File: src/logic/cpf_consts.svh
/*
 * Register offsets, field positions and reset values for the
 * character processing and flow status block.
 * Assumes inclusion by bare name from design files of this block.
 */
`ifndef CPF_CONSTS_SVH
`define CPF_CONSTS_SVH

// Register indices as printed; byte address is four times the index
`define CPF_IDX_STATUS    8'h0b
`define CPF_IDX_COUNT     8'h0e
`define CPF_IDX_SCH1      8'h1a
`define CPF_IDX_SCH2      8'h1b
`define CPF_IDX_SCH3      8'h1c
`define CPF_IDX_SCH4      8'h1d
`define CPF_IDX_OPT5      8'h1f
`define CPF_IDX_LIT_NEXT  8'h24
`define CPF_IDX_CMD       8'h05
`define CPF_IDX_CTRL      8'h06

// Option register fields
`define CPF_OPT_STRIP     7
`define CPF_OPT_LIT_NEXT  6
`define CPF_OPT_MOE       5
`define CPF_OPT_MASK      8'he3

// Status register fields
`define CPF_ST_RX_ON      7
`define CPF_ST_RXFOFF     6
`define CPF_ST_RXFON      5
`define CPF_ST_TX_ON      3
`define CPF_ST_TXFOFF     2
`define CPF_ST_TXFON      1
`define CPF_ST_PAR_MASK   8'h88

// Command codes written to the command register
`define CPF_CMD_SEND_ONE  8'h21
`define CPF_CMD_SEND_TWO  8'h22

// Control register fields
`define CPF_CTL_RX_ON     0
`define CPF_CTL_TX_ON     1
`define CPF_CTL_PAR       2

// Characters and reset values
`define CPF_CHAR_CR       8'h0d
`define CPF_CHAR_NL       8'h0a
`define CPF_RST_BYTE      8'h00

`endif

File: src/logic/cpf_pkg.sv
/*
 * Types for the character processing and flow status block.
 * Assumes nothing beyond a SystemVerilog compiler.
 */
`default_nettype none
package cpf_pkg;
    // Receive processing state
    typedef enum logic [0:0] {CPF_RX_NORMAL, CPF_RX_AFTER_LIT} cpf_rx_t;
    // Transmit translation state
    typedef enum logic [0:0] {CPF_TX_PASS, CPF_TX_SEND_NL} cpf_tx_t;
endpackage
`default_nettype wire

File: src/logic/cpf_top.sv
/*
 * One channel of character processing and flow status with an APB
 * register slave: receive strip / literal-next / special matching,
 * transmit CR/NL translation, status and good-character count.
 * Assumes the receive FIFO reports its good-character count and that
 * the transmit path accepts one character per cycle when ready.
 */
// Operation
// - Strip received bit seven when option set
// - Error-free character after literal-next never special
// - Match errored characters only when enabled
// - Transmit translation per two option bits
// - Status shows receiver enabled
// - Status shows transmitter enabled
// - Receiver flow-off: send-two sets, send-one or enable change clears
// - Receiver flow-on: send-one sets, data clears
// - Transmitter flow-off set by XOFF received
// - Transmitter flow-on cleared when sending restarts
// - Serial count four bits, upper zero
// - Parallel count five bits, upper zero
// - Channel zero alone has parallel layout
// - All eight pattern bits compared
// - Special one is XON, two XOFF
// - Status read-only; parallel shows enables only
// - Literal-next and next stored unprocessed
// - Errored follower after literal-next handled normally
`include "cpf_consts.svh"
`default_nettype none
module cpf_top #(
    parameter int CHANNEL   = 0,
    parameter int SER_DEPTH = 12,
    parameter int PAR_DEPTH = 30
) (
    // Clock and reset
    input  wire logic        i_sys_clk,
    input  wire logic        i_sys_rst,
    // APB slave
    input  wire logic        i_psel,
    input  wire logic        i_penable,
    input  wire logic        i_pwrite,
    input  wire logic [11:0] i_paddr,
    input  wire logic [31:0] i_pwdata,
    output logic      [31:0] o_prdata,
    output logic             o_pready,
    output logic             o_pslverr,
    // Receive stream from line
    input  wire logic        i_rx_valid,
    input  wire logic [7:0]  i_rx_char,
    input  wire logic        i_rx_error,
    input  wire logic        i_rx_break,
    output logic             o_rx_valid,
    output logic      [7:0]  o_rx_char,
    output logic             o_rx_error,
    output logic      [3:0]  o_rx_special,
    // Receive FIFO good count
    input  wire logic [4:0]  i_fifo_good_count,
    // Transmit stream
    input  wire logic        i_tx_valid,
    input  wire logic [7:0]  i_tx_char,
    output logic             o_tx_ready,
    output logic             o_tx_valid,
    output logic      [7:0]  o_tx_char,
    input  wire logic        i_line_ready
);

    initial
    begin
        if (CHANNEL < 0 || CHANNEL > 3 || SER_DEPTH != 12 ||
            PAR_DEPTH != 30)
            $error("cpf_top: unsupported parameters");
    end

    //----------------------------------------------------------------
    // Registers
    //----------------------------------------------------------------
    logic [7:0]        sch_reg [4];
    logic [7:0]        opt_reg;
    logic [7:0]        literal_next_char_reg;
    logic [2:0]        ctl_reg;
    logic              rx_foff_reg;
    logic              rx_fon_reg;
    logic              tx_foff_reg;
    logic              tx_fon_reg;
    cpf_pkg::cpf_rx_t  rx_state_reg;
    cpf_pkg::cpf_tx_t  tx_state_reg;

    logic [9:0]        idx;
    logic              wr_en;
    logic              rd_en;
    logic              par_mode;
    logic              chan_toggle;
    logic              cmd_one;
    logic              cmd_two;

    assign idx      = i_paddr[11:2];
    assign wr_en    = i_psel && i_penable && i_pwrite && !o_pready;
    assign rd_en    = i_psel && i_penable && !i_pwrite && !o_pready;
    assign par_mode = (CHANNEL == 0) && ctl_reg[`CPF_CTL_PAR];
    assign cmd_one  = wr_en && idx == 10'(`CPF_IDX_CMD) &&
                      i_pwdata[7:0] == `CPF_CMD_SEND_ONE;
    assign cmd_two  = wr_en && idx == 10'(`CPF_IDX_CMD) &&
                      i_pwdata[7:0] == `CPF_CMD_SEND_TWO;
    // Any change of an enable bit counts as enable or disable
    assign chan_toggle = wr_en && idx == 10'(`CPF_IDX_CTRL) &&
                         i_pwdata[1:0] != ctl_reg[1:0];

    // Writable registers; unused option bits are masked out
    always_ff @(posedge i_sys_clk)
    begin
        if (i_sys_rst)
        begin
            for (int k = 0; k < 4; k++)
                sch_reg[k] <= `CPF_RST_BYTE;
            opt_reg   <= `CPF_RST_BYTE;
            literal_next_char_reg <= `CPF_RST_BYTE;
            ctl_reg   <= 3'h0;
        end
        else if (wr_en)
        begin
            unique case (idx)
                10'(`CPF_IDX_SCH1): sch_reg[0] <= i_pwdata[7:0];
                10'(`CPF_IDX_SCH2): sch_reg[1] <= i_pwdata[7:0];
                10'(`CPF_IDX_SCH3): sch_reg[2] <= i_pwdata[7:0];
                10'(`CPF_IDX_SCH4): sch_reg[3] <= i_pwdata[7:0];
                10'(`CPF_IDX_OPT5):
                    opt_reg <= i_pwdata[7:0] & `CPF_OPT_MASK;
                10'(`CPF_IDX_LIT_NEXT):
                    literal_next_char_reg <= i_pwdata[7:0];
                10'(`CPF_IDX_CTRL):
                    ctl_reg <= i_pwdata[2:0];
                default: ;
            endcase
        end
    end

    //----------------------------------------------------------------
    // Receive processing
    //----------------------------------------------------------------
    logic [7:0] rx_c;
    logic [3:0] hit;
    logic       rx_ok;
    logic       is_literal_next;
    logic       may_match;
    logic       rx_xon;
    logic       rx_xoff;

    // Strip bit seven before matching and delivery
    assign rx_c = opt_reg[`CPF_OPT_STRIP] ?
                  {1'b0, i_rx_char[6:0]} : i_rx_char;
    assign rx_ok = i_rx_valid && ctl_reg[`CPF_CTL_RX_ON];
    // Errored characters match only with the option set; an errored
    // follower of the literal-next character is not escaped
    assign may_match = rx_ok && !i_rx_break &&
                       (!i_rx_error || opt_reg[`CPF_OPT_MOE]) &&
                       (rx_state_reg == cpf_pkg::CPF_RX_NORMAL ||
                        i_rx_error);
    assign is_literal_next = may_match && !i_rx_error &&
                             opt_reg[`CPF_OPT_LIT_NEXT] &&
                             rx_c == literal_next_char_reg;

    // Full eight-bit compare per special character
    genvar g;
    generate
        for (g = 0; g < 4; g++)
        begin : g_match
            assign hit[g] = may_match && !is_literal_next &&
                            rx_c == sch_reg[g];
        end
    endgenerate

    assign rx_xon  = hit[0];
    assign rx_xoff = hit[1];

    // Literal-next tracker; error or break after it is not escaped
    always_ff @(posedge i_sys_clk)
    begin
        if (i_sys_rst)
            rx_state_reg <= cpf_pkg::CPF_RX_NORMAL;
        else if (rx_ok)
        begin
            unique case (rx_state_reg)
                cpf_pkg::CPF_RX_NORMAL:
                    if (is_literal_next)
                        rx_state_reg <= cpf_pkg::CPF_RX_AFTER_LIT;
                cpf_pkg::CPF_RX_AFTER_LIT:
                    rx_state_reg <= cpf_pkg::CPF_RX_NORMAL;
            endcase
        end
    end

    // Delivered receive stream with match flags
    always_ff @(posedge i_sys_clk)
    begin
        if (i_sys_rst)
        begin
            o_rx_valid   <= 1'b0;
            o_rx_char    <= `CPF_RST_BYTE;
            o_rx_error   <= 1'b0;
            o_rx_special <= 4'h0;
        end
        else
        begin
            o_rx_valid   <= rx_ok;
            o_rx_char    <= rx_c;
            o_rx_error   <= i_rx_error || i_rx_break;
            o_rx_special <= hit;
        end
    end

    //----------------------------------------------------------------
    // Transmit translation
    //----------------------------------------------------------------
    logic [1:0] xl;
    logic       tx_go;
    logic       tx_take;

    assign xl      = opt_reg[1:0];
    assign tx_go   = ctl_reg[`CPF_CTL_TX_ON] && !tx_foff_reg &&
                     (!o_tx_valid || i_line_ready);
    assign tx_take = tx_go && i_tx_valid &&
                     tx_state_reg == cpf_pkg::CPF_TX_PASS;

    // Translate CR and NL; mode three expands NL into CR then NL
    always_ff @(posedge i_sys_clk)
    begin
        if (i_sys_rst)
        begin
            o_tx_valid   <= 1'b0;
            o_tx_char    <= `CPF_RST_BYTE;
            o_tx_ready   <= 1'b0;
            tx_state_reg <= cpf_pkg::CPF_TX_PASS;
        end
        else
        begin
            o_tx_ready <= tx_go && tx_state_reg == cpf_pkg::CPF_TX_PASS;
            if (tx_go)
            begin
                o_tx_valid <= 1'b0;
                unique case (tx_state_reg)
                    cpf_pkg::CPF_TX_SEND_NL:
                    begin
                        o_tx_valid   <= 1'b1;
                        o_tx_char    <= `CPF_CHAR_NL;
                        tx_state_reg <= cpf_pkg::CPF_TX_PASS;
                    end
                    cpf_pkg::CPF_TX_PASS:
                        if (tx_take && o_tx_ready)
                        begin
                            o_tx_valid <= 1'b1;
                            o_tx_char  <= i_tx_char;
                            if (i_tx_char == `CPF_CHAR_CR && xl[0])
                                o_tx_char <= `CPF_CHAR_NL;
                            else if (i_tx_char == `CPF_CHAR_NL && xl[1])
                            begin
                                o_tx_char <= `CPF_CHAR_CR;
                                if (xl[0])
                                    tx_state_reg <= cpf_pkg::CPF_TX_SEND_NL;
                            end
                        end
                endcase
            end
            // Line takes the held character even while stopped
            else if (o_tx_valid && i_line_ready)
                o_tx_valid <= 1'b0;
        end
    end

    //----------------------------------------------------------------
    // Flow status flags
    //----------------------------------------------------------------
    logic tx_restart;

    assign tx_restart = o_tx_valid && i_line_ready;

    // Receiver side: set by commands; send-one or enables clear flow-off, data or enables flow-on
    always_ff @(posedge i_sys_clk)
    begin
        if (i_sys_rst)
        begin
            rx_foff_reg <= 1'b0;
            rx_fon_reg  <= 1'b0;
        end
        else
        begin
            if (cmd_two)
                rx_foff_reg <= 1'b1;
            else if (cmd_one || chan_toggle)
                rx_foff_reg <= 1'b0;
            if (cmd_one)
                rx_fon_reg <= 1'b1;
            else if (chan_toggle || (rx_ok && !rx_xon && !rx_xoff))
                rx_fon_reg <= 1'b0;
        end
    end

    // Transmitter side: set by received XON/XOFF, set wins
    always_ff @(posedge i_sys_clk)
    begin
        if (i_sys_rst)
        begin
            tx_foff_reg <= 1'b0;
            tx_fon_reg  <= 1'b0;
        end
        else
        begin
            if (rx_xoff)
                tx_foff_reg <= 1'b1;
            else if (rx_xon || chan_toggle)
                tx_foff_reg <= 1'b0;
            if (rx_xon)
                tx_fon_reg <= 1'b1;
            else if (tx_restart || chan_toggle)
                tx_fon_reg <= 1'b0;
        end
    end

    //----------------------------------------------------------------
    // APB read and answer
    //----------------------------------------------------------------
    logic [7:0] status;
    logic [7:0] count;
    logic       mapped;

    always_comb
    begin
        status = 8'h00;
        status[`CPF_ST_RX_ON]  = ctl_reg[`CPF_CTL_RX_ON];
        status[`CPF_ST_TX_ON]  = ctl_reg[`CPF_CTL_TX_ON];
        status[`CPF_ST_RXFOFF] = rx_foff_reg;
        status[`CPF_ST_RXFON]  = rx_fon_reg;
        status[`CPF_ST_TXFOFF] = tx_foff_reg;
        status[`CPF_ST_TXFON]  = tx_fon_reg;
        if (par_mode)
            status = status & `CPF_ST_PAR_MASK;
        if (par_mode)
            count = {3'h0, i_fifo_good_count};
        else
            count = {4'h0, i_fifo_good_count[3:0]};
    end

    assign mapped = idx == 10'(`CPF_IDX_STATUS) ||
                    idx == 10'(`CPF_IDX_COUNT) ||
                    idx == 10'(`CPF_IDX_SCH1) ||
                    idx == 10'(`CPF_IDX_SCH2) ||
                    idx == 10'(`CPF_IDX_SCH3) ||
                    idx == 10'(`CPF_IDX_SCH4) ||
                    idx == 10'(`CPF_IDX_OPT5) ||
                    idx == 10'(`CPF_IDX_LIT_NEXT) ||
                    idx == 10'(`CPF_IDX_CMD) ||
                    idx == 10'(`CPF_IDX_CTRL);

    // One wait state: answer one cycle into the access phase
    always_ff @(posedge i_sys_clk)
    begin
        if (i_sys_rst)
        begin
            o_pready  <= 1'b0;
            o_pslverr <= 1'b0;
            o_prdata  <= 32'h0;
        end
        else
        begin
            o_pready  <= wr_en || rd_en;
            o_pslverr <= (wr_en || rd_en) && !mapped;
            o_prdata  <= 32'h0;
            if (rd_en)
            begin
                unique case (idx)
                    10'(`CPF_IDX_STATUS): o_prdata <= {24'h0, status};
                    10'(`CPF_IDX_COUNT):  o_prdata <= {24'h0, count};
                    10'(`CPF_IDX_SCH1):   o_prdata <= {24'h0, sch_reg[0]};
                    10'(`CPF_IDX_SCH2):   o_prdata <= {24'h0, sch_reg[1]};
                    10'(`CPF_IDX_SCH3):   o_prdata <= {24'h0, sch_reg[2]};
                    10'(`CPF_IDX_SCH4):   o_prdata <= {24'h0, sch_reg[3]};
                    10'(`CPF_IDX_OPT5):   o_prdata <= {24'h0, opt_reg};
                    10'(`CPF_IDX_LIT_NEXT):
                        o_prdata <= {24'h0, literal_next_char_reg};
                    10'(`CPF_IDX_CTRL):   o_prdata <= {29'h0, ctl_reg};
                    default: ;
                endcase
            end
        end
    end
endmodule
`default_nettype wire

File: config.mk
export PLATFORM = sky130hd
export DESIGN_NAME = cpf_top
export DESIGN_NICKNAME = d
export VERILOG_FILES = /design/src/logic/cpf_pkg.sv /design/src/logic/cpf_top.sv
export VERILOG_INCLUDE_DIRS = /design/src /design/src/logic
export SDC_FILE = /design/constraint.sdc
export NUM_CORES = 1
export LEC_CHECK = 0
export BUFFER_PORTS_ARGS = -buffer_cell sky130_fd_sc_hd__buf_2
export CAP_MARGIN = 20
export CORE_MARGIN = 2
export CORE_UTILIZATION = 50
export DETAILED_ROUTE_END_ITERATION = 16
export PLACE_DENSITY = 0.9
export SLEW_MARGIN = 25
export SYNTH_ARGS = -nofsm -noshare
export SYNTH_HDL_FRONTEND = slang
export SYNTH_SLANG_ARGS = --single-unit
File: constraint.sdc
create_clock -name i_sys_clk -period 3.3 [get_ports i_sys_clk]
set_input_delay 0.66 -clock i_sys_clk [delete_from_list [all_inputs] [get_ports i_sys_clk]]
set_output_delay 0.66 -clock i_sys_clk [all_outputs]
set_load 0.01 [all_outputs]
==> results.yml, run 1 <==
status:
  status: "completed"
logic_synthesis:
  ys_top_cells_by_area: "dfxtp_1 25%, edfxtp_1 21%, mux2i_1 4.9%"
  synth.ff_latch_count: 88
  synth_compound_area_share_pct: 10.5
  synth_top_family_by_area: "simple AND/OR/NAND/NOR gates"
  synth_xor_area_share_pct: 8.32
  ys_types: 56
  synth_common_cells: "56 x dfxtp_1, 37 x nor2_1, 34 x and2_1"
  synth-async-reset-ratio_pct: 0
  synth.most_common_cell: "dfxtp_1"
  synth-edff-count: 32
  syn_inst: 453
  synth.area.mux_share_pct: 5.11
  synth_fa_ha_area_share_pct: 0
  synth_warnings: 0
  synth-seq-area-share_pct: 46.0
  avgSynthCellArea_um2: 9.99
  netlist_area_um2: 4530
  synth_top_area_share_pct: 24.8
  synthSimpleGateAreaFrac_pct: 22.8
  synthFlopType: "dfxtp_1"
  yosysTopAreaCell: "dfxtp_1"
critical_path:
  cp-startpoint: "i_paddr[3]"
  worstSetupPathType: "in2reg"
  worstPathMaxFanout: 16
  r2r_start: "opt_reg[7]"
  worstPathArrival_ps: 2880
  setup.worst_path.start_class: "primary input"
  slowest_stage: "nor4_1"
  cp-end-kind: "flip-flop"
  cp_cell_sequence: "buf_2, nor4_1, and4b_1, and2_1, mux2i_1, nor2_1"
  cpPeakStageDelay_ps: 650
  worstPathRequired_ps: 3540
  crit_buf_inv: 1
  crit_family: "simple AND/OR/NAND/NOR gates"
final_layout:
  fillerInstances: 768
  multi_input_area_um2: 2210
  num-nets-final: 598
  syn2layout_area_growth_pct: 12.1
  drive_gt1_share_pct: 22.3
  seqCellArea_um2: 2080
  largest_reg_flops: 32
  antennaDiodeCount: 0
drt:
  routed_via_density: 5.83
  drc: 0
  drtPass1Iterations: 5
  ant_nets: 0
  drt-total-wl_um: 12400
  drtIter0Drc: 419
  routedWlPerCell_um: 19.5
  vias: 3705
power:
  worst_ir_drop_vdd_v: 0.000227
  p_total_mw: 2.04
  leakage_nw: 2.04
  power_density_nw_per_um2: 402
sta:
  relSlewSlack_pct: 47.9
  period_minus_slack_ps: 2630
  clock_skew_ps: 12.3
  hold_viol_final: 0
  maxSlewViolCount: 0
  tns_ps: 0
  finalSetupViolCount: 0
  rsz0062_at_grt: "no"
  timing.fmax_ghz: 0.380
  tightestPinTransition_ps: 770
  setup_slack_ps: 666
  whs_ps: 459
  post-route-period-util_pct: 79.8
clock_network:
  cts-root-buf: "clkbuf_8"
  cts_buffer_depth: 2
  clock_insertion_delay_worst_skew_ps: 360
  cts_tree: "yes"
  cts-htree-levels: 3
  postCtsHoldBufs: 0
  cts_resized: 0
  cts_buffers: 9
  cts_setup_buffers: 0
  clock_sinks: 88
  path_clk_slew_ps: 90
grt:
  grt_max_degree: 45
  grt_pass1_wl_um: 19000
  grt_use_total_pct: 25.4
  overflow: 0
  antenna_found_initial: 0
  grt_pass1_vias: 3674
floorplanning:
  rows: 34
  die_area_um2: 9830
  initial_core_util_pct: 51.7
  core_area_um2: 8760
  fp.dieW_um: 99.2
  io_pins: 133
  fp.dieH_um: 99.2
worst_hold_path:
  min_path_type: "reg2reg"
  worstHoldStart: "o_tx_char[0]"
job:
  drv_cap: 0
placed_design:
  io_buffers: 82
  place_ws_ps: 471
  dp_hpwl_um: 9190
  place_congestion: 0.980
kinds of logic (layout without fill, tap and decap cells):
| kind of cell | count (synthesis) | count (layout) |
|---|---|---|
| buf+inv | 57 | 109 |
| simple gates | 179 | 179 |
| other cells | 1 | 24 |
| mux | 23 | 23 |
| compound gates | 62 | 62 |
| xor+xnor | 43 | 43 |
| flops | 88 | 88 |
final cells by class:
| class | instances | area share [%] |
|---|---|---|
| Sequential cell | 88 | 41.0 |
| Clock inverter | 6 | 0.838 |
| Multi-Input combinational cell | 331 | 43.6 |
| Clock buffer | 10 | 2.59 |
| Timing Repair Buffer | 87 | 8.83 |
| Tap cell | 108 | 2.66 |
| Inverter | 6 | 0.444 |
power by group:
group          leakage (nW)  internal [mW]  switching [mW]  total, mW
registers             0.777           1.14          0.0158       1.16
clock network        0.0944          0.285           0.391      0.676
logic                  1.17         0.0697           0.133      0.203
worst register-to-register path: stages (launching register included):
cell and delay, ps:
dfxtp_1 330, nand2b_1 350, xnor2_1 230, nor3_1 370
nand3_1 210, a41o_1 280
metrics by stage:
| stage | utilization (%) | instances | cell area (um^2) |
|---|---|---|---|
| global route | 57.9 | 636 | 5070 |
| global placement | 55.8 | 620 | 4890 |
| CTS | 57.9 | 636 | 5070 |
| finish | 57.9 | 636 | 5070 |
| detailed placement | 55.9 | 620 | 4900 |
| floorplan | - | 476 | 4610 |
placed cells by master, fill, tap and decap left out, types with 13 or more instances in the layout:
cell type | Yosys | layout
and2_1 | 34 | 34
conb_1 | 1 | 24
xnor2_1 | 25 | 25
nor2_1 | 37 | 37
dfxtp_1 | 56 | 56
xor2_1 | 18 | 18
edfxtp_1 | 32 | 32
nor3_1 | 13 | 13
mux2i_1 | 22 | 22
buf_2 | 2 | 82
nand2_1 | 29 | 29
routing by layer:
layer  track usage [%]  wire length (um)  vias up
li1                  -                 -     1704
met1              31.3              4900     1769
met2              44.0              6150      198
met3              3.79               958       34
met4              11.4               368        0
met5                 0                 0        -
worst paths after layout:
path | slack (ps) | cells after the start | to
worst max register to register | 1430 | 5 | tx_foff_reg
worst min register to register | 460 | 2 | o_tx_char[0]
worst min-delay path | 460 | 2 | o_tx_char[0]
worst max-delay path | 670 | 6 | literal_next_char_reg[2]
Power figures use the tool's default switching activity.
==> inputs of run 2 (changes only) <==
--- a/config.mk
+++ b/config.mk
@@ -6,12 +6,13 @@
 export SDC_FILE = /design/constraint.sdc
 export NUM_CORES = 1
 export LEC_CHECK = 0
+export ABC_AREA = 1
 export BUFFER_PORTS_ARGS = -buffer_cell sky130_fd_sc_hd__buf_2
 export CAP_MARGIN = 20
 export CORE_MARGIN = 2
-export CORE_UTILIZATION = 50
+export CORE_UTILIZATION = 47
 export DETAILED_ROUTE_END_ITERATION = 16
-export PLACE_DENSITY = 0.9
+export PLACE_DENSITY = 0.88
 export SLEW_MARGIN = 25
 export SYNTH_ARGS = -nofsm -noshare
 export SYNTH_HDL_FRONTEND = slang
==> constraint.sdc (replaced) <==
create_clock -name i_sys_clk -period 2.1 [get_ports i_sys_clk]
set_input_delay 0.42 -clock i_sys_clk [delete_from_list [all_inputs] [get_ports i_sys_clk]]
set_output_delay 0.42 -clock i_sys_clk [all_outputs]
set_load 0.01 [all_outputs]
==> run 2 against run 1 <==
Against the previous run: critical path depth increased by 2; final area increased by 3.7%; utilization decreased by 1.5 points; flip-flop and latch count unchanged; sequential share of layout area decreased by 1.5 points; critical path type unchanged; setup slack got worse by 240 ps; hold slack got worse by 150 ps; via count increased by 20%; clock skew increased by 3.5 ps; clock power increased by 70%; cell count increased by 30%; wire length increased by 5.2%.
==> results.yml, run 2 <==
drt:
  routed_via_density: 5.37
  routedWlPerCell_um: 15.7
  drtPass1Iterations: 5
  ant_nets: 0
  drc: 0
  drt-total-wl_um: 13000
  vias: 4449
  drtIter0Drc: 388
final_layout:
  syn2layout_area_growth_pct: 15.6
  fin_cells: 829
  final_cell_mix: "134 x nand2_1, 107 x nor2_1, 82 x buf_2"
  fillerInstances: 882
  antennaDiodeCount: 0
  layout_commonest_cell: "nand2_1"
  final_util_pct: 56.4
  num-nets-final: 770
  multi_input_area_um2: 2030
  seqCellArea_um2: 2080
  largest_reg_flops: 32
  drive_gt1_share_pct: 18.6
power:
  p_total_mw: 3.28
  power_density_nw_per_um2: 624
  p_switching_uw: 824
  power_frac_comb_pct: 9.5
  p_int_mw: 2.46
  leakage_nw: 2.41
  p_clk_share_pct: 35.1
  power_frac_seq_pct: 55.4
  swShare_pct: 25.1
  worst_ir_drop_vdd_v: 0.000254
logic_synthesis:
  yosysTopAreaCell: "dfxtp_1"
  avgSynthCellArea_um2: 7.56
  synth_common_cells: "134 x nand2_1, 107 x nor2_1, 77 x inv_1"
  synth-seq-area-share_pct: 45.7
  synth.most_common_cell: "nand2_1"
  syn_inst: 602
  synth-edff-count: 32
  ys_top_cells_by_area: "dfxtp_1 25%, edfxtp_1 21%, nand2_1 11%"
  netlist_area_um2: 4550
  synthFlopType: "dfxtp_1"
  ys_types: 38
  synth-async-reset-ratio_pct: 0
  synth_top_area_share_pct: 24.6
  synth.ff_latch_count: 88
  synth_warnings: 0
critical_path:
  setup.worst_path.start_class: "primary input"
  reg2reg_depth: 7
  cp-end-kind: "flip-flop"
  worstPathArrival_ps: 1890
  slowest_stage: "inv_1"
  cp_cell_sequence: "buf_2, nor2_1, nand3_2, nor2_1, nand2_1, inv_1, nand3_2, nor2_1"
  cpPeakStageDelay_ps: 310
  crit_buf_inv: 2
  rrSetupSlack_ps: 460
  r2r_end: "o_tx_char[4]"
  cp.depth: 8
  worstSetupPathType: "in2reg"
  crit_family: "simple AND/OR/NAND/NOR gates"
  worstPathMaxFanout: 8
  worstPathRequired_ps: 2320
  r2r_start: "ctl_reg[1]"
  crit_top_cell: "nor2_1"
clock_network:
  clock_insertion_delay_worst_skew_ps: 370
  path_clk_slew_ps: 90
  cts_tree: "yes"
  cts_resized: 0
  cts_buffer_depth: 2
  cts-htree-levels: 3
  clock_sinks: 88
  cts-root-buf: "clkbuf_8"
  cts_setup_buffers: 0
  cts_buffers: 9
  postCtsHoldBufs: 0
floorplanning:
  fp.dieH_um: 102
  rows: 35
  fp.dieW_um: 102
  initial_core_util_pct: 48.8
  die_area_um2: 10500
  core_area_um2: 9330
  io_pins: 133
worst_hold_path:
  worstHoldStart: "i_rx_break"
  min_to: "o_rx_error"
  min_path_type: "in2reg"
  hold_path_depth: 3
placed_design:
  placed_cells: 813
  dp_hpwl_um: 9840
  io_buffers: 82
  place_congestion: 1.01
sta:
  rsz0062_at_grt: "no"
  timing.fmax_ghz: 0.596
  maxSlewViolCount: 0
  tns_ps: 0
  clock_skew_ps: 15.8
  relSlewSlack_pct: 61.9
  finalSetupViolCount: 0
  post-route-period-util_pct: 79.9
  tightestPinTransition_ps: 570
  hold_viol_final: 0
  period_minus_slack_ps: 1680
grt:
  grt_pass1_vias: 4067
  grt_max_degree: 33
  antenna_found_initial: 0
  grt_use_total_pct: 25.1
  grt_pass1_wl_um: 19700
  overflow: 0
status:
  status: "completed"
job:
  drv_cap: 0
run 2: worst max-delay path by stage:
stage                     startpoint             to  slack, ps
final                     i_paddr[9]  sch_reg[0][4]        420
after global routing      i_paddr[9]  sch_reg[0][2]        280
after CTS                 ctl_reg[1]   tx_state_reg        460
after detailed placement  i_paddr[9]  sch_reg[0][4]         90
after global placement    i_paddr[9]  sch_reg[0][7]        170
after floorplan               i_psel  sch_reg[0][0]        110
run 2: kinds of logic (layout without fill, tap and decap cells):
group,Yosys count,count (layout),synth area share [%]
and+or+nand+nor,310,310,29.9
buffers and inverters,115,190,11.5
DFF,88,88,45.7
AOI/OAI and AO/OA,75,75,10.2
xor gates and xnor gates,13,13,2.50
other,1,24,0.0824
run 2: through the flow:
stage,hold slack (ps),worst slack (ps),area [um^2]
3_5_place_dp,457,92.4,5070
4_1_cts,306,457,5260
5_1_grt,332,275,5260
3_3_place_gp,448,172,5070
2_1_floorplan,457,107,4640
6_report,307,422,5260
run 2: area by class of cell:
| cell class | count | share of cell area [%] |
|---|---|---|
| flip-flops and latches | 88 | 39.6 |
| multi-input cells | 422 | 38.6 |
| repair buffers | 92 | 9.23 |
| inverters | 82 | 5.85 |
| clock buffers | 14 | 3.50 |
| well taps | 129 | 3.07 |
| clock inverters | 2 | 0.190 |
run 2: power by group through the flow:
| stage | Combinational [mW] | Clock, mW | Sequential, mW |
|---|---|---|---|
| after floorplan | 0.197 | 0 | 1.86 |
| after global placement | 0.298 | 0 | 1.85 |
| after detailed placement | 0.302 | 0 | 1.86 |
| after CTS | 0.304 | 1.15 | 1.82 |
| after global routing | 0.340 | 1.22 | 1.82 |
| final | 0.311 | 1.15 | 1.82 |
run 2: worst register-to-register path: cells and delay by family (launching register included):
family / cells / cell delay (ps)
flops: 1 / 400
compound gates: 2 / 450
buf+inv: 1 / 90
simple gates: 4 / 620
run 2: routing by layer:
layer  share of wire, %  wire [um]  up-vias  global-route usage [%]
met5                  0          0        -                       0
met4                6.2        808        0                    15.2
met3                 11       1460       77                    5.81
met2                 44       5770      331                    39.7
met1                 38       4980     1950                    31.2
li1                   -          -     2091                       -
==> inputs of run 3 (changes only) <==
--- a/config.mk
+++ b/config.mk
@@ -10,9 +10,9 @@
 export BUFFER_PORTS_ARGS = -buffer_cell sky130_fd_sc_hd__buf_2
 export CAP_MARGIN = 20
 export CORE_MARGIN = 2
-export CORE_UTILIZATION = 47
+export CORE_UTILIZATION = 50
 export DETAILED_ROUTE_END_ITERATION = 16
-export PLACE_DENSITY = 0.88
+export PLACE_DENSITY = 0.9
 export SLEW_MARGIN = 25
 export SYNTH_ARGS = -nofsm -noshare
 export SYNTH_HDL_FRONTEND = slang
==> constraint.sdc (replaced) <==
create_clock -name i_sys_clk -period 1.67 [get_ports i_sys_clk]
set_input_delay 0.334 -clock i_sys_clk [delete_from_list [all_inputs] [get_ports i_sys_clk]]
set_output_delay 0.334 -clock i_sys_clk [all_outputs]
set_load 0.01 [all_outputs]
==> run 3 against run 2 <==
Against the previous run: count of clock-buffer cells in the layout down 4; hold slack worse by 91 ps; critical path depth shrank 1; sequential share of layout area fell by 2.7 points; sequential power increased by 26%; global-route usage increased by 2.9 points; cell count increased by 3.9%; clock power is 17% higher; clock skew shrank 5.1 ps; largest power group unchanged; highest routed layer unchanged.
==> results.yml, run 3 (same netlist as run 2, synthesis figures left out) <==
drt:
  ant_nets: 0
  drt-total-wl_um: 13900
  drtPass1Iterations: 12
  vias: 4626
  drc: 0
  routedWlPerCell_um: 16.2
  routed_via_density: 5.37
  drtIter0Drc: 542
placed_design:
  io_buffers: 82
  placed_cell_area_um2: 5440
  dp_hpwl_um: 10900
  place_congestion: 1.02
  placed_cells: 843
sta:
  period_minus_slack_ps: 1560
  timing.fmax_ghz: 0.640
  clock_skew_ps: 10.8
  whs_ps: 216
  hold_viol_final: 0
  maxSlewViolCount: 0
  post-route-period-util_pct: 93.6
  finalSetupViolCount: 0
power:
  p_switching_mw: 1.11
  power_frac_seq_pct: 56.1
  p_clk_share_pct: 33.1
  p_int_mw: 2.97
  worst_ir_drop_vdd_v: 0.000403
  power_frac_comb_pct: 10.8
  power_density_nw_per_um2: 720
  leakage_nw: 2.66
  swShare_pct: 27.2
floorplanning:
  die_area_um2: 9880
  core_area_um2: 8760
  io_pins: 133
  fp.dieH_um: 99.4
  rows: 34
  initial_core_util_pct: 51.9
  fp.dieW_um: 99.4
final_layout:
  multi_input_area_um2: 2060
  num-nets-final: 823
  layout_commonest_cell: "nand2_1"
  largest_reg_flops: 32
  drive_gt1_share_pct: 25.0
  syn2layout_area_growth_pct: 24.3
  final_area_um2: 5660
  antennaDiodeCount: 0
  final_cell_mix: "133 x nand2_1, 106 x nor2_1, 82 x buf_2"
  fin_cells: 861
  seqCellArea_um2: 2080
  fillerInstances: 718
critical_path:
  rrSetupSlack_ps: 110
  worstPathArrival_ps: 1870
  worstPathMaxFanout: 8
  worstPathRequired_ps: 1980
  worstSetupPathType: "reg2reg"
  crit_family: "simple AND/OR/NAND/NOR gates"
  cp_cell_sequence: "inv_2, nor3_4, nand2_2, nor2_4, a21boi_4, nand4_1, a21oi_1"
  setup.worst_path.start_class: "flip-flop"
  slowest_stage: "dfxtp_2"
  cp-end-kind: "flip-flop"
  crit_buf_inv: 1
  cpPeakStageDelay_ps: 380
grt:
  grt_pass1_vias: 4250
  grt_max_degree: 33
  grt_use_total_pct: 28.0
  grt_pass1_wl_um: 21200
  overflow: 0
  antenna_found_initial: 0
clock_network:
  cts-root-buf: "clkbuf_8"
  cts-htree-levels: 3
  postCtsHoldBufs: 0
  path_clk_slew_ps: 90
  cts_tree: "yes"
  clock_sinks: 88
  clock_insertion_delay_worst_skew_ps: 370
  cts_buffers: 9
  cts_buffer_depth: 2
job:
  drv_cap: 0
status:
  status: "completed"
worst_hold_path:
  min_path_type: "in2reg"
==> run 3: cell types whose count changed in the layout (fill, tap and decap cells not counted), sizes merged <==
cell and change:
buf +53, clkbuf -4, clkinv +2, inv +2
==> run 3: final cells by class <==
class	count	share of cell area, %
Clock buffer	10	2.26
Clock inverter	6	0.774
Inverter	82	5.44
Multi-Input combinational cell	422	36.5
Sequential cell	88	36.8
Tap cell	108	2.39
Timing Repair Buffer	145	15.8
==> run 3: routing by layer <==
metal  part of all wire, %  GRT usage, %  vias to the layer above
met5                     0             0                        -
met4                   4.3          11.8                        0
met3                    10          4.57                       49
met2                    47          46.6                      283
met1                    39          36.3                     2091
li1                      -             -                     2203
==> run 3: timing repair <==
item | CTS | global route
setup endpoints to repair | 2 | 24
resized for setup | 2 | 6
endpoints found under the hold margin | 0 | 0
pin swaps | 0 | 1
buffers inserted | 0 | 2
==> run 3: power groups by stage <==
stage | sequential [mW] | combinational (mW) | clock (mW)
floorplan | 2.33 | 0.248 | 0
global placement | 2.33 | 0.415 | 0
detailed placement | 2.34 | 0.423 | 0
CTS | 2.29 | 0.427 | 1.33
global route | 2.29 | 0.476 | 1.43
finish | 2.29 | 0.439 | 1.35
==> run 3: per-stage QoR <==
| step | setup TNS (ps) | utilization [%] | setup WS [ps] | power [mW] |
|---|---|---|---|---|
| global placement | -675 | 62.0 | -73.5 | 2.75 |
| finish | 0 | 64.5 | 107 | 4.07 |
| global route | -46.6 | 64.5 | -22.6 | 4.20 |
| CTS | 0 | 64.1 | 61.9 | 4.05 |
| detailed placement | -1660 | 62.0 | -131 | 2.76 |
| floorplan | -689 | - | -21.5 | 2.58 |
==> run 3: final timing paths <==
check | from | to | cells after the start
hold / removal | i_tx_char[6] | o_tx_char[6] | 3
setup / recovery | ctl_reg[1] | tx_state_reg | 7
hold reg to reg | o_tx_char[4] | o_tx_char[4] | 2
setup reg to reg | ctl_reg[1] | tx_state_reg | 7
==> run 3: tightest hold or removal path: stages <==
cell	delay [ps]
buf_2	100
nand2_1	50
a21oi_1	50
